===== src/inc/coupler_defs.svh =====
// Register numbers, field positions, codes and reset values of the status bank
`ifndef COUPLER_DEFS_SVH
`define COUPLER_DEFS_SVH

// Holding register numbers
`define REG_DIAG 16'h0384
`define REG_MOD_FLAGS 16'h0385
`define REG_STAT_LO 16'h03a2
`define REG_STAT_HI 16'h03a3
`define REG_SYS_STATE 16'h03a4
`define REG_BUS_CFG 16'h03a5
`define REG_RX_COUNT 16'h03df
`define REG_TX_COUNT 16'h03e0

// Field positions
`define DIAG_RUN_BIT 9
`define DIAG_CFG_BIT 13
`define CFG_CONSIST_BIT 0
`define NUM_MODULES 14

// Reset values
`define BUS_CFG_RESET 16'h0000
`define COUNT_RESET 16'h0000

// Module and bus status codes
`define ST_OK 2'h0
`define ST_CFG_ERR 2'h1
`define ST_RUN_ERR 2'h2
`define ST_ABSENT 2'h3

// System state codes
`define SS_BOOT 4'h0
`define SS_UNCONF 4'h1
`define SS_XFER 4'h2
`define SS_APPLIED 4'h3
`define SS_EIP 4'h4
`define SS_SCAN 4'h5
`define SS_WEB 4'h6
`define SS_TIMEOUT 4'h7
`define SS_FWUPD 4'h8
`define SS_TRANS 4'ha

// I/O value zones, inclusive bounds
`define ZIN_LO 16'h0001
`define ZIN_HI 16'h0063
`define ZOUT_LO 16'h0065
`define ZOUT_HI 16'h00c7
`define ZALLIN_LO 16'h0bb9
`define ZALLIN_HI 16'h0dab
`define ZALLOUT_LO 16'h0dad
`define ZALLOUT_HI 16'h0f9f
`define ZHMI_LO 16'h32c9
`define ZHMI_HI 16'h3677

`endif


===== src/inc/coupler_pkg.sv =====
// Types shared by the status bank and its system state tracker
package coupler_pkg;
   // System states
   typedef enum logic [3:0] {
      SYS_BOOT, SYS_UNCONF, SYS_XFER, SYS_APPLIED, SYS_EIP,
      SYS_SCAN, SYS_WEB, SYS_TIMEOUT, SYS_FWUPD, SYS_TRANS
   } sys_state_t;
   // Party that controls the expansion bus
   typedef enum logic [1:0] {
      OWN_NONE, OWN_EIP, OWN_SCAN, OWN_WEB
   } bus_owner_t;
endpackage


===== src/inc/state_if.sv =====
// Events into the system state tracker and the state it reports
`timescale 1ns/1ps
interface state_if;
   import coupler_pkg::*;
   logic boot_done;
   logic fw_update;
   logic transition;
   logic refresh_timeout;
   logic cfg_xfer;
   logic cfg_applied;
   bus_owner_t owner;
   sys_state_t state;
   modport src (output boot_done, fw_update, transition, refresh_timeout,
                output cfg_xfer, cfg_applied, owner, input state);
   modport fsm (input boot_done, fw_update, transition, refresh_timeout,
                input cfg_xfer, cfg_applied, owner, output state);
endinterface


===== src/hdl/sys_state_fsm.sv =====
// System state tracker of the coupler
`timescale 1ns/1ps
module sys_state_fsm (
   // Clock and synchronised reset
   input wire logic i_clk,
   input wire logic i_rst_n,
   // Events and state
   state_if.fsm sif
);
   import coupler_pkg::*;

   sys_state_t state_d, state_q;
   logic booted_d, booted_q;

   // Next state; maintenance states override everything
   always_comb begin
      booted_d = booted_q | sif.boot_done;
      state_d = SYS_UNCONF;
      if (sif.fw_update) begin
         state_d = SYS_FWUPD;
      end else if (sif.transition) begin
         state_d = SYS_TRANS;
      end else if (!booted_q) begin
         state_d = SYS_BOOT;
      end else if (sif.refresh_timeout) begin
         state_d = SYS_TIMEOUT;
      end else begin
         case (sif.owner)
            OWN_EIP: begin
               state_d = SYS_EIP;
            end
            OWN_SCAN: begin
               state_d = SYS_SCAN;
            end
            OWN_WEB: begin
               state_d = SYS_WEB;
            end
            default: begin
               if (sif.cfg_xfer) begin
                  state_d = SYS_XFER;
               end else if (sif.cfg_applied) begin
                  state_d = SYS_APPLIED;
               end
            end
         endcase
      end
   end

   // State registers
   always_ff @(posedge i_clk or negedge i_rst_n) begin
      if (!i_rst_n) begin
         state_q <= SYS_BOOT;
         booted_q <= 1'b0;
      end else begin
         state_q <= state_d;
         booted_q <= booted_d;
      end
   end

   assign sif.state = state_q;
endmodule


===== src/hdl/coupler_status_registers.sv =====
// Status and diagnostic holding register bank of the bus coupler
//
// Contract
// - Diagnostic bit 9 is set while the expansion bus has a runtime error.
// - Diagnostic bit 13 is set when the bus is unconfigured or misconfigured.
// - Error flags register: one bit per module 1 to 14, one means error.
// - Two status bits per module; modules 9-14 in the upper status word.
// - Module status codes: ok, config error, runtime error, optional absent.
// - Upper status word bits 14-15 give the overall bus status.
// - System state reads boot, unconfigured or configuration transfer codes.
// - Applied configuration reports state 3 and forces all outputs to zero.
// - States 4, 5, 6 name the bus owner: adapter, scanner, web server.
// - State 7 reports a fieldbus refresh timeout.
// - State 8 is firmware update, state 0xA a state transition.
// - Bus configuration bit 0 enables data consistency.
// - While the server is enabled the status registers follow live state.
// - Received message counter register counts messages received.
// - Sent message counter register counts messages sent.
// - I/O zone accesses answer an error unless the system state is 5.
`timescale 1ns/1ps
`include "coupler_defs.svh"
module coupler_status_registers (
   // Clock and reset
   input wire logic i_sys_clk,
   input wire logic i_reset_n,
   // Server enable and message events
   input wire logic i_modbus_en,
   input wire logic i_msg_rx,
   input wire logic i_msg_tx,
   // Expansion bus status
   input wire logic [1:0] i_bus_status,
   input wire logic [27:0] i_mod_status,
   // System events
   input wire logic i_boot_done,
   input wire logic i_fw_update,
   input wire logic i_transition,
   input wire logic i_refresh_timeout,
   input wire logic i_cfg_xfer,
   input wire logic i_cfg_applied,
   input wire coupler_pkg::bus_owner_t i_owner,
   // Register access request
   input wire logic i_acc_req,
   input wire logic i_acc_write,
   input wire logic [15:0] i_acc_addr,
   input wire logic [15:0] i_acc_wdata,
   // Register access answer
   output logic o_acc_ack,
   output logic o_acc_err,
   output logic [15:0] o_acc_rdata,
   // Controls to the coupler
   output logic o_data_consist,
   output logic o_outputs_zero
);
   import coupler_pkg::*;

   // Reset synchroniser
   logic [1:0] rst_sync_d, rst_sync_q;
   logic rst_n;

   // Status snapshot
   logic [15:0] diag_d, diag_q;
   logic [15:0] flags_d, flags_q;
   logic [15:0] stat_lo_d, stat_lo_q;
   logic [15:0] stat_hi_d, stat_hi_q;
   logic [15:0] sys_d, sys_q;

   // Configuration and counters
   logic [15:0] cfg_d, cfg_q;
   logic [15:0] rx_cnt_d, rx_cnt_q;
   logic [15:0] tx_cnt_d, tx_cnt_q;

   // Access answer
   logic ack_d, ack_q;
   logic err_d, err_q;
   logic [15:0] rdata_d, rdata_q;
   logic zero_d, zero_q;

   // System state tracker
   state_if sif ();
   sys_state_t state;

   // A module flags an error only for config or runtime faults
   function automatic logic mod_err(input logic [1:0] st);
      mod_err = (st == `ST_CFG_ERR) || (st == `ST_RUN_ERR);
   endfunction

   // Inclusive range test, used for every I/O zone
   function automatic logic in_range(input logic [15:0] a,
                                     input logic [15:0] lo,
                                     input logic [15:0] hi);
      in_range = (a >= lo) && (a <= hi);
   endfunction

   // Register number falls in one of the I/O value zones
   function automatic logic io_zone(input logic [15:0] a);
      io_zone = in_range(a, `ZIN_LO, `ZIN_HI) ||
                in_range(a, `ZOUT_LO, `ZOUT_HI) ||
                in_range(a, `ZALLIN_LO, `ZALLIN_HI) ||
                in_range(a, `ZALLOUT_LO, `ZALLOUT_HI) ||
                in_range(a, `ZHMI_LO, `ZHMI_HI);
   endfunction

   // Numeric code of each system state
   function automatic logic [3:0] state_code(input sys_state_t s);
      case (s)
         SYS_BOOT: state_code = `SS_BOOT;
         SYS_UNCONF: state_code = `SS_UNCONF;
         SYS_XFER: state_code = `SS_XFER;
         SYS_APPLIED: state_code = `SS_APPLIED;
         SYS_EIP: state_code = `SS_EIP;
         SYS_SCAN: state_code = `SS_SCAN;
         SYS_WEB: state_code = `SS_WEB;
         SYS_TIMEOUT: state_code = `SS_TIMEOUT;
         SYS_FWUPD: state_code = `SS_FWUPD;
         SYS_TRANS: state_code = `SS_TRANS;
         default: state_code = `SS_BOOT;
      endcase
   endfunction

   // Reset release shifts in ones; assertion stays asynchronous
   always_comb begin
      rst_sync_d = {rst_sync_q[0], 1'b1};
   end

   always_ff @(posedge i_sys_clk or negedge i_reset_n) begin
      if (!i_reset_n) begin
         rst_sync_q <= 2'b00;
      end else begin
         rst_sync_q <= rst_sync_d;
      end
   end

   assign rst_n = rst_sync_q[1];

   // Events handed to the state tracker
   assign sif.boot_done = i_boot_done;
   assign sif.fw_update = i_fw_update;
   assign sif.transition = i_transition;
   assign sif.refresh_timeout = i_refresh_timeout;
   assign sif.cfg_xfer = i_cfg_xfer;
   assign sif.cfg_applied = i_cfg_applied;
   assign sif.owner = i_owner;
   assign state = sif.state;

   sys_state_fsm u_state (
      .i_clk (i_sys_clk),
      .i_rst_n (rst_n),
      .sif (sif)
   );

   // Status snapshot; frozen while the server is disabled
   always_comb begin
      diag_d = diag_q;
      flags_d = flags_q;
      stat_lo_d = stat_lo_q;
      stat_hi_d = stat_hi_q;
      sys_d = sys_q;
      if (i_modbus_en) begin
         diag_d = 16'h0000;
         diag_d[`DIAG_RUN_BIT] = (i_bus_status == `ST_RUN_ERR);
         diag_d[`DIAG_CFG_BIT] = (i_bus_status == `ST_CFG_ERR) ||
                                 (i_bus_status == `ST_ABSENT);
         flags_d = 16'h0000;
         for (int i = 0; i < `NUM_MODULES; i++) begin
            flags_d[i] = mod_err(i_mod_status[2*i +: 2]);
         end
         // Modules 1 to 8, bit pair per module
         stat_lo_d = i_mod_status[15:0];
         // Bus status on top, reserved pair held at zero
         stat_hi_d = {i_bus_status, 2'b00, i_mod_status[27:16]};
         sys_d = {12'h000, state_code(state)};
      end
   end

   always_ff @(posedge i_sys_clk or negedge rst_n) begin
      if (!rst_n) begin
         diag_q <= 16'h0000;
         flags_q <= 16'h0000;
         stat_lo_q <= 16'h0000;
         stat_hi_q <= 16'h0000;
         sys_q <= 16'h0000;
      end else begin
         diag_q <= diag_d;
         flags_q <= flags_d;
         stat_lo_q <= stat_lo_d;
         stat_hi_q <= stat_hi_d;
         sys_q <= sys_d;
      end
   end

   // Message counters wrap silently; software takes differences
   always_comb begin
      rx_cnt_d = rx_cnt_q;
      tx_cnt_d = tx_cnt_q;
      if (i_msg_rx) begin
         rx_cnt_d = rx_cnt_q + 16'h0001;
      end
      if (i_msg_tx) begin
         tx_cnt_d = tx_cnt_q + 16'h0001;
      end
   end

   always_ff @(posedge i_sys_clk or negedge rst_n) begin
      if (!rst_n) begin
         rx_cnt_q <= `COUNT_RESET;
         tx_cnt_q <= `COUNT_RESET;
      end else begin
         rx_cnt_q <= rx_cnt_d;
         tx_cnt_q <= tx_cnt_d;
      end
   end

   // Register decode and answer; writes to read-only words are dropped
   always_comb begin
      ack_d = i_acc_req;
      err_d = err_q;
      rdata_d = rdata_q;
      if (i_acc_req) begin
         err_d = 1'b0;
         rdata_d = 16'h0000;
         case (i_acc_addr)
            `REG_DIAG: begin
               rdata_d = diag_q;
            end
            `REG_MOD_FLAGS: begin
               rdata_d = flags_q;
            end
            `REG_STAT_LO: begin
               rdata_d = stat_lo_q;
            end
            `REG_STAT_HI: begin
               rdata_d = stat_hi_q;
            end
            `REG_SYS_STATE: begin
               rdata_d = sys_q;
            end
            `REG_BUS_CFG: begin
               // A write answers with the value it leaves behind
               rdata_d = cfg_d;
            end
            `REG_RX_COUNT: begin
               rdata_d = rx_cnt_q;
            end
            `REG_TX_COUNT: begin
               rdata_d = tx_cnt_q;
            end
            default: begin
               // I/O data lives outside this bank; zones read zero here
               if (io_zone(i_acc_addr)) begin
                  err_d = (state != SYS_SCAN);
               end else begin
                  err_d = 1'b1;
               end
            end
         endcase
      end
   end

   always_ff @(posedge i_sys_clk or negedge rst_n) begin
      if (!rst_n) begin
         ack_q <= 1'b0;
         err_q <= 1'b0;
         rdata_q <= 16'h0000;
      end else begin
         ack_q <= ack_d;
         err_q <= err_d;
         rdata_q <= rdata_d;
      end
   end

   // Bus configuration; only the consistency bit survives a write
   always_comb begin
      cfg_d = cfg_q;
      if (i_acc_req && i_acc_write && (i_acc_addr == `REG_BUS_CFG)) begin
         cfg_d = 16'h0000;
         cfg_d[`CFG_CONSIST_BIT] = i_acc_wdata[`CFG_CONSIST_BIT];
      end
   end

   // Kept across server disable; only reset or a bus configuration write changes the choice
   always_ff @(posedge i_sys_clk or negedge rst_n) begin
      if (!rst_n) begin
         cfg_q <= `BUS_CFG_RESET;
      end else begin
         cfg_q <= cfg_d;
      end
   end

   // Outputs are forced to zero only in the applied state
   always_comb begin
      zero_d = (state == SYS_APPLIED);
   end

   // One edge behind the tracker, so it lines up with the state word
   always_ff @(posedge i_sys_clk or negedge rst_n) begin
      if (!rst_n) begin
         zero_q <= 1'b0;
      end else begin
         zero_q <= zero_d;
      end
   end

   // Every output straight from a flip-flop
   assign o_acc_ack = ack_q;
   assign o_acc_err = err_q;
   assign o_acc_rdata = rdata_q;
   assign o_data_consist = cfg_q[`CFG_CONSIST_BIT];
   assign o_outputs_zero = zero_q;
endmodule


===== config.mk =====
export PLATFORM = sky130hd
export DESIGN_NAME = coupler_status_registers
export DESIGN_NICKNAME = d
export VERILOG_FILES = /design/src/inc/coupler_pkg.sv /design/src/inc/state_if.sv /design/src/hdl/sys_state_fsm.sv /design/src/hdl/coupler_status_registers.sv
export VERILOG_INCLUDE_DIRS = /design/src /design/src/inc
export SDC_FILE = /design/constraint.sdc
export NUM_CORES = 1
export LEC_CHECK = 0
export BUFFER_PORTS_ARGS = -buffer_cell sky130_fd_sc_hd__buf_4
export CAP_MARGIN = 20
export CORE_AREA = 2 2 107 109
export DETAILED_ROUTE_END_ITERATION = 10
export DIE_AREA = 0 0 109 111
export GPL_TIMING_DRIVEN = 0
export PLACE_DENSITY = 0.76
export SLEW_MARGIN = 5
export SYNTH_ARGS = -nofsm -noshare
export SYNTH_HDL_FRONTEND = slang
export SYNTH_SLANG_ARGS = --single-unit

===== constraint.sdc =====
create_clock -name i_sys_clk -period 4.3 [get_ports i_sys_clk]
set_input_delay 0.645 -clock i_sys_clk [delete_from_list [all_inputs] [get_ports i_sys_clk]]
set_output_delay 0.645 -clock i_sys_clk [all_outputs]
set_load 0.1 [all_outputs]

==> impl_metrics.toml <==
[cts]
cts_root_buf = "clkbuf_16"
cts_tree = "yes"
h-tree-depth = 4
cts_sinks = 124
clockBufferDepth = 2
cts.repair.resized = 0
clk_latency_ns = 0.41
clk_transition_reported_paths_ns = 0.05
cts_buffers = 17

[job]
cap_violations = 0

[yosys]
synth_area_um2 = 5904
yosys_most_used_dff = "dfrtp_1"
ys_ff_latch = 124
ys_seq_area_frac = 0.5255
syn-num-nets = 605
synth_cells = 526
synth_edf_count = 0
async_flop_share = 1.000
synth.avg_cell_area_um2 = 11.23
ys_types = 62
synth_warnings = 0

[min_path]
hold_class = "flop to flop"

[detailed_routing]
wl_mm = 14.95
drt_iter0_drc = 367
drc = 0
ant_nets = 0
vias_per_cell = 5.926
post_drt_wl_per_cell_um = 19.19
firstDrtPassIters = 7
vias = 4616

[placement]
numPlacedInstances = 747
place_congestion = 0.8964
port-buffer-count = 77
hpwlAfterDp_mm = 10.90

[floorplanning]
die_area_um2 = 12100
ios = 97
num_rows = 39
start_util = 0.5330
core-area_um2 = 11080
die_w_um = 109
die_h_um = 111

[worst_setup_path]
crit_fanout = 10
required_ns = 4.65
critPathKind = "input pin to flop"
crit_path_start_kind = "input pin"
end_kind = "flop"
arrival_ns = 3.03

[power_and_ir_drop]
power.density_nw_per_um2 = 435.8
p_int_w = 0.002381
power_frac_comb = 0.106
seqPwrFrac = 0.448
finalPower_w = 0.003173
p_leak_nw = 3.107
p_switching_w = 0.0007921
clkPwrFrac = 0.446
swShare = 0.2496
max-vdd-ir-drop_v = 0.0004717

[sta]
tightestPinTransition_ns = 0.7621
setup_viol = 0
hold_viol = 0
rsz0062_at_grt = "no"
slew_violations = 0
fmax_mhz = 372.3
fin_crit_sh = 0.6247
slew_headroom = 0.4919
fin_crit_ns = 2.686
final.setup_skew_ns = 0.005575

[finish]
area_growth_pct = 23.31
antenna_cells = 0
final_common_cell = "dfrtp_1"
final_nets = 703
final_cell_mix = "dfrtp_1 (123), buf_4 (77), mux2_2 (46), xnor2_1 (37)"
drive_above_1_share = 0.2704
finalNonFillerCells = 779

[status]
status = "finished, final reports clean"

[global_routing]
grt_pass1_vias = 4667
gr-total-overflow = 0
antenna_found_initial = 0
track_usage = 0.2663
grt_pass1_wl_mm = 24.22
grt_max_degree = 66
[sequential cells by signal, indices dropped and copies added (netlist names), 2 cells and up]
| register | count |
|---|---|
| diag_q | 2 |
| o_acc_rdata | 16 |
| rx_cnt_q | 16 |
| tx_cnt_q | 16 |
| cfg_q | 16 |
| u_state.sif.state | 4 |
| rst_sync_q | 2 |
| stat_hi_q | 14 |
| sys_q | 4 |
| stat_lo_q | 16 |
| flags_q | 14 |
[worst max-delay path, stage by stage]
cell	delay (ns)
buf_4	0.13
nor4_2	0.40
nand2_1	0.21
nor4_2	0.71
clkbuf_4	0.37
a22oi_1	0.12
a21oi_1	0.29
a221o_1	0.17
[power by group through the flow]
stage	sequential, W	combinational (W)	clock [W]
6_report	0.00142	0.000337	0.00142
5_1_grt	0.00144	0.000377	0.00150
3_5_place_dp	0.00143	0.000337	0
3_3_place_gp	0.00144	0.000306	0
2_1_floorplan	0.00140	0.000210	0
4_1_cts	0.00142	0.000339	0.00143
[metrics by stage]
stage / worst slack (ns) / cell area [um2] / hold slack (ns) / util / TNS, ns
final: 1.614 / 7281 / 0.3490 / 0.6573 / 0
after global routing: 1.572 / 7281 / 0.3529 / 0.6573 / 0
after CTS: 1.711 / 7281 / 0.3515 / 0.6573 / 0
after detailed placement: 1.302 / 6693 / 0.3389 / 0.6042 / 0
after global placement: -0.6135 / 6661 / 0.3383 / 0.6014 / -73.99
after floorplan: 0.5896 / 5904 / 0.3312 / - / 0
[kinds of logic after synthesis]
group | synth area share
and+or+nand+nor | 0.1452
DFF | 0.5255
AOI/OAI and AO/OA | 0.1337
muxes | 0.09133
xor gates and xnor gates | 0.06527
buffers and inverters | 0.03412
adders and majority gates | 0.004238
other | 0.0006351
[final timing paths]
check	startpoint	endpoint	slack, ns	cells after the start
max reg2reg	rx_cnt_q[0]$_DFFE_PN0P_	rx_cnt_q[10]$_DFFE_PN0P_	2.64	5
max	i_acc_addr[13]	o_acc_rdata[10]$_DFFE_PN0P_	1.61	8
min in group asynchronous	rst_sync_q[1]$_DFF_PN0_	stat_lo_q[11]$_DFFE_PN0P_	0.41	0
max in group asynchronous	rst_sync_q[1]$_DFF_PN0_	o_acc_ack$_DFF_PN0_	3.12	1
min	rst_sync_q[0]$_DFF_PN0_	rst_sync_q[1]$_DFF_PN0_	0.35	0
min reg2reg	rst_sync_q[0]$_DFF_PN0_	rst_sync_q[1]$_DFF_PN0_	0.35	0
[synthesized netlist by cell type, types with 2 or more instances]
| library cell | instances | area [um2] |
|---|---|---|
| nand2b_1 | 2 | 12.51 |
| nor4_2 | 3 | 37.54 |
| and4_1 | 2 | 17.52 |
| a221o_1 | 9 | 90.09 |
| nor3b_1 | 2 | 15.01 |
| and3_1 | 7 | 43.79 |
| a41oi_1 | 4 | 35.03 |
| or3_1 | 3 | 18.77 |
| a32oi_1 | 8 | 70.07 |
| a211oi_1 | 5 | 37.54 |
| nor2b_1 | 3 | 18.77 |
| nor4_1 | 3 | 18.77 |
| o2bb2ai_1 | 2 | 17.52 |
| buf_1 | 3 | 11.26 |
| xor2_1 | 7 | 61.31 |
| a22o_1 | 2 | 17.52 |
| a22oi_1 | 19 | 142.6 |
| mux2_2 | 46 | 518.0 |
| nand4_1 | 7 | 43.79 |
| or4_1 | 3 | 22.52 |
| ha_1 | 2 | 25.02 |
| a21oi_1 | 32 | 160.2 |
| o21ai_0 | 16 | 80.08 |
| nor4b_1 | 2 | 17.52 |
| nor3_1 | 4 | 20.02 |
| a222oi_1 | 4 | 40.04 |
| dfrtp_1 | 124 | 3103 |
| buf_6 | 4 | 45.04 |
| xnor2_1 | 37 | 324.1 |
| nand2_1 | 30 | 112.6 |
| nand3b_1 | 4 | 30.03 |
| clkbuf_1 | 16 | 60.06 |
| buf_2 | 5 | 25.02 |
| nand3_1 | 20 | 100.1 |
| nor2_1 | 32 | 120.1 |
| clkbuf_4 | 2 | 15.01 |
| and2_1 | 17 | 106.4 |
| inv_1 | 11 | 41.29 |
[layout make-up]
cell class | instances | area (um2)
Clock buffer | 24 | 461.7
Fill cell | 859 | 3796
Sequential cell | 124 | 3107
Buffer | 30 | 156.4
Tap cell | 143 | 178.9
Timing Repair Buffer | 79 | 615.6
Multi-Input combinational cell | 360 | 2600
Clock inverter | 7 | 116.4
Inverter | 12 | 45.04
[layer usage]
| metal | GRT usage | share of wire | up-vias |
|---|---|---|---|
| li1 | - | - | 2113 |
| met3 | 0.07701 | 0.059 | 23 |
| met5 | 0 | 0 | - |
| met2 | 0.4182 | 0.49 | 173 |
| met4 | 0.07094 | 0.015 | 0 |
| met1 | 0.3615 | 0.43 | 2307 |
[what timing repair did]
action	in CTS	in global routing
buffers inserted	0	0
hold endpoints to repair	2	0
hold buffers	1	0
Power figures use the tool's default switching activity.
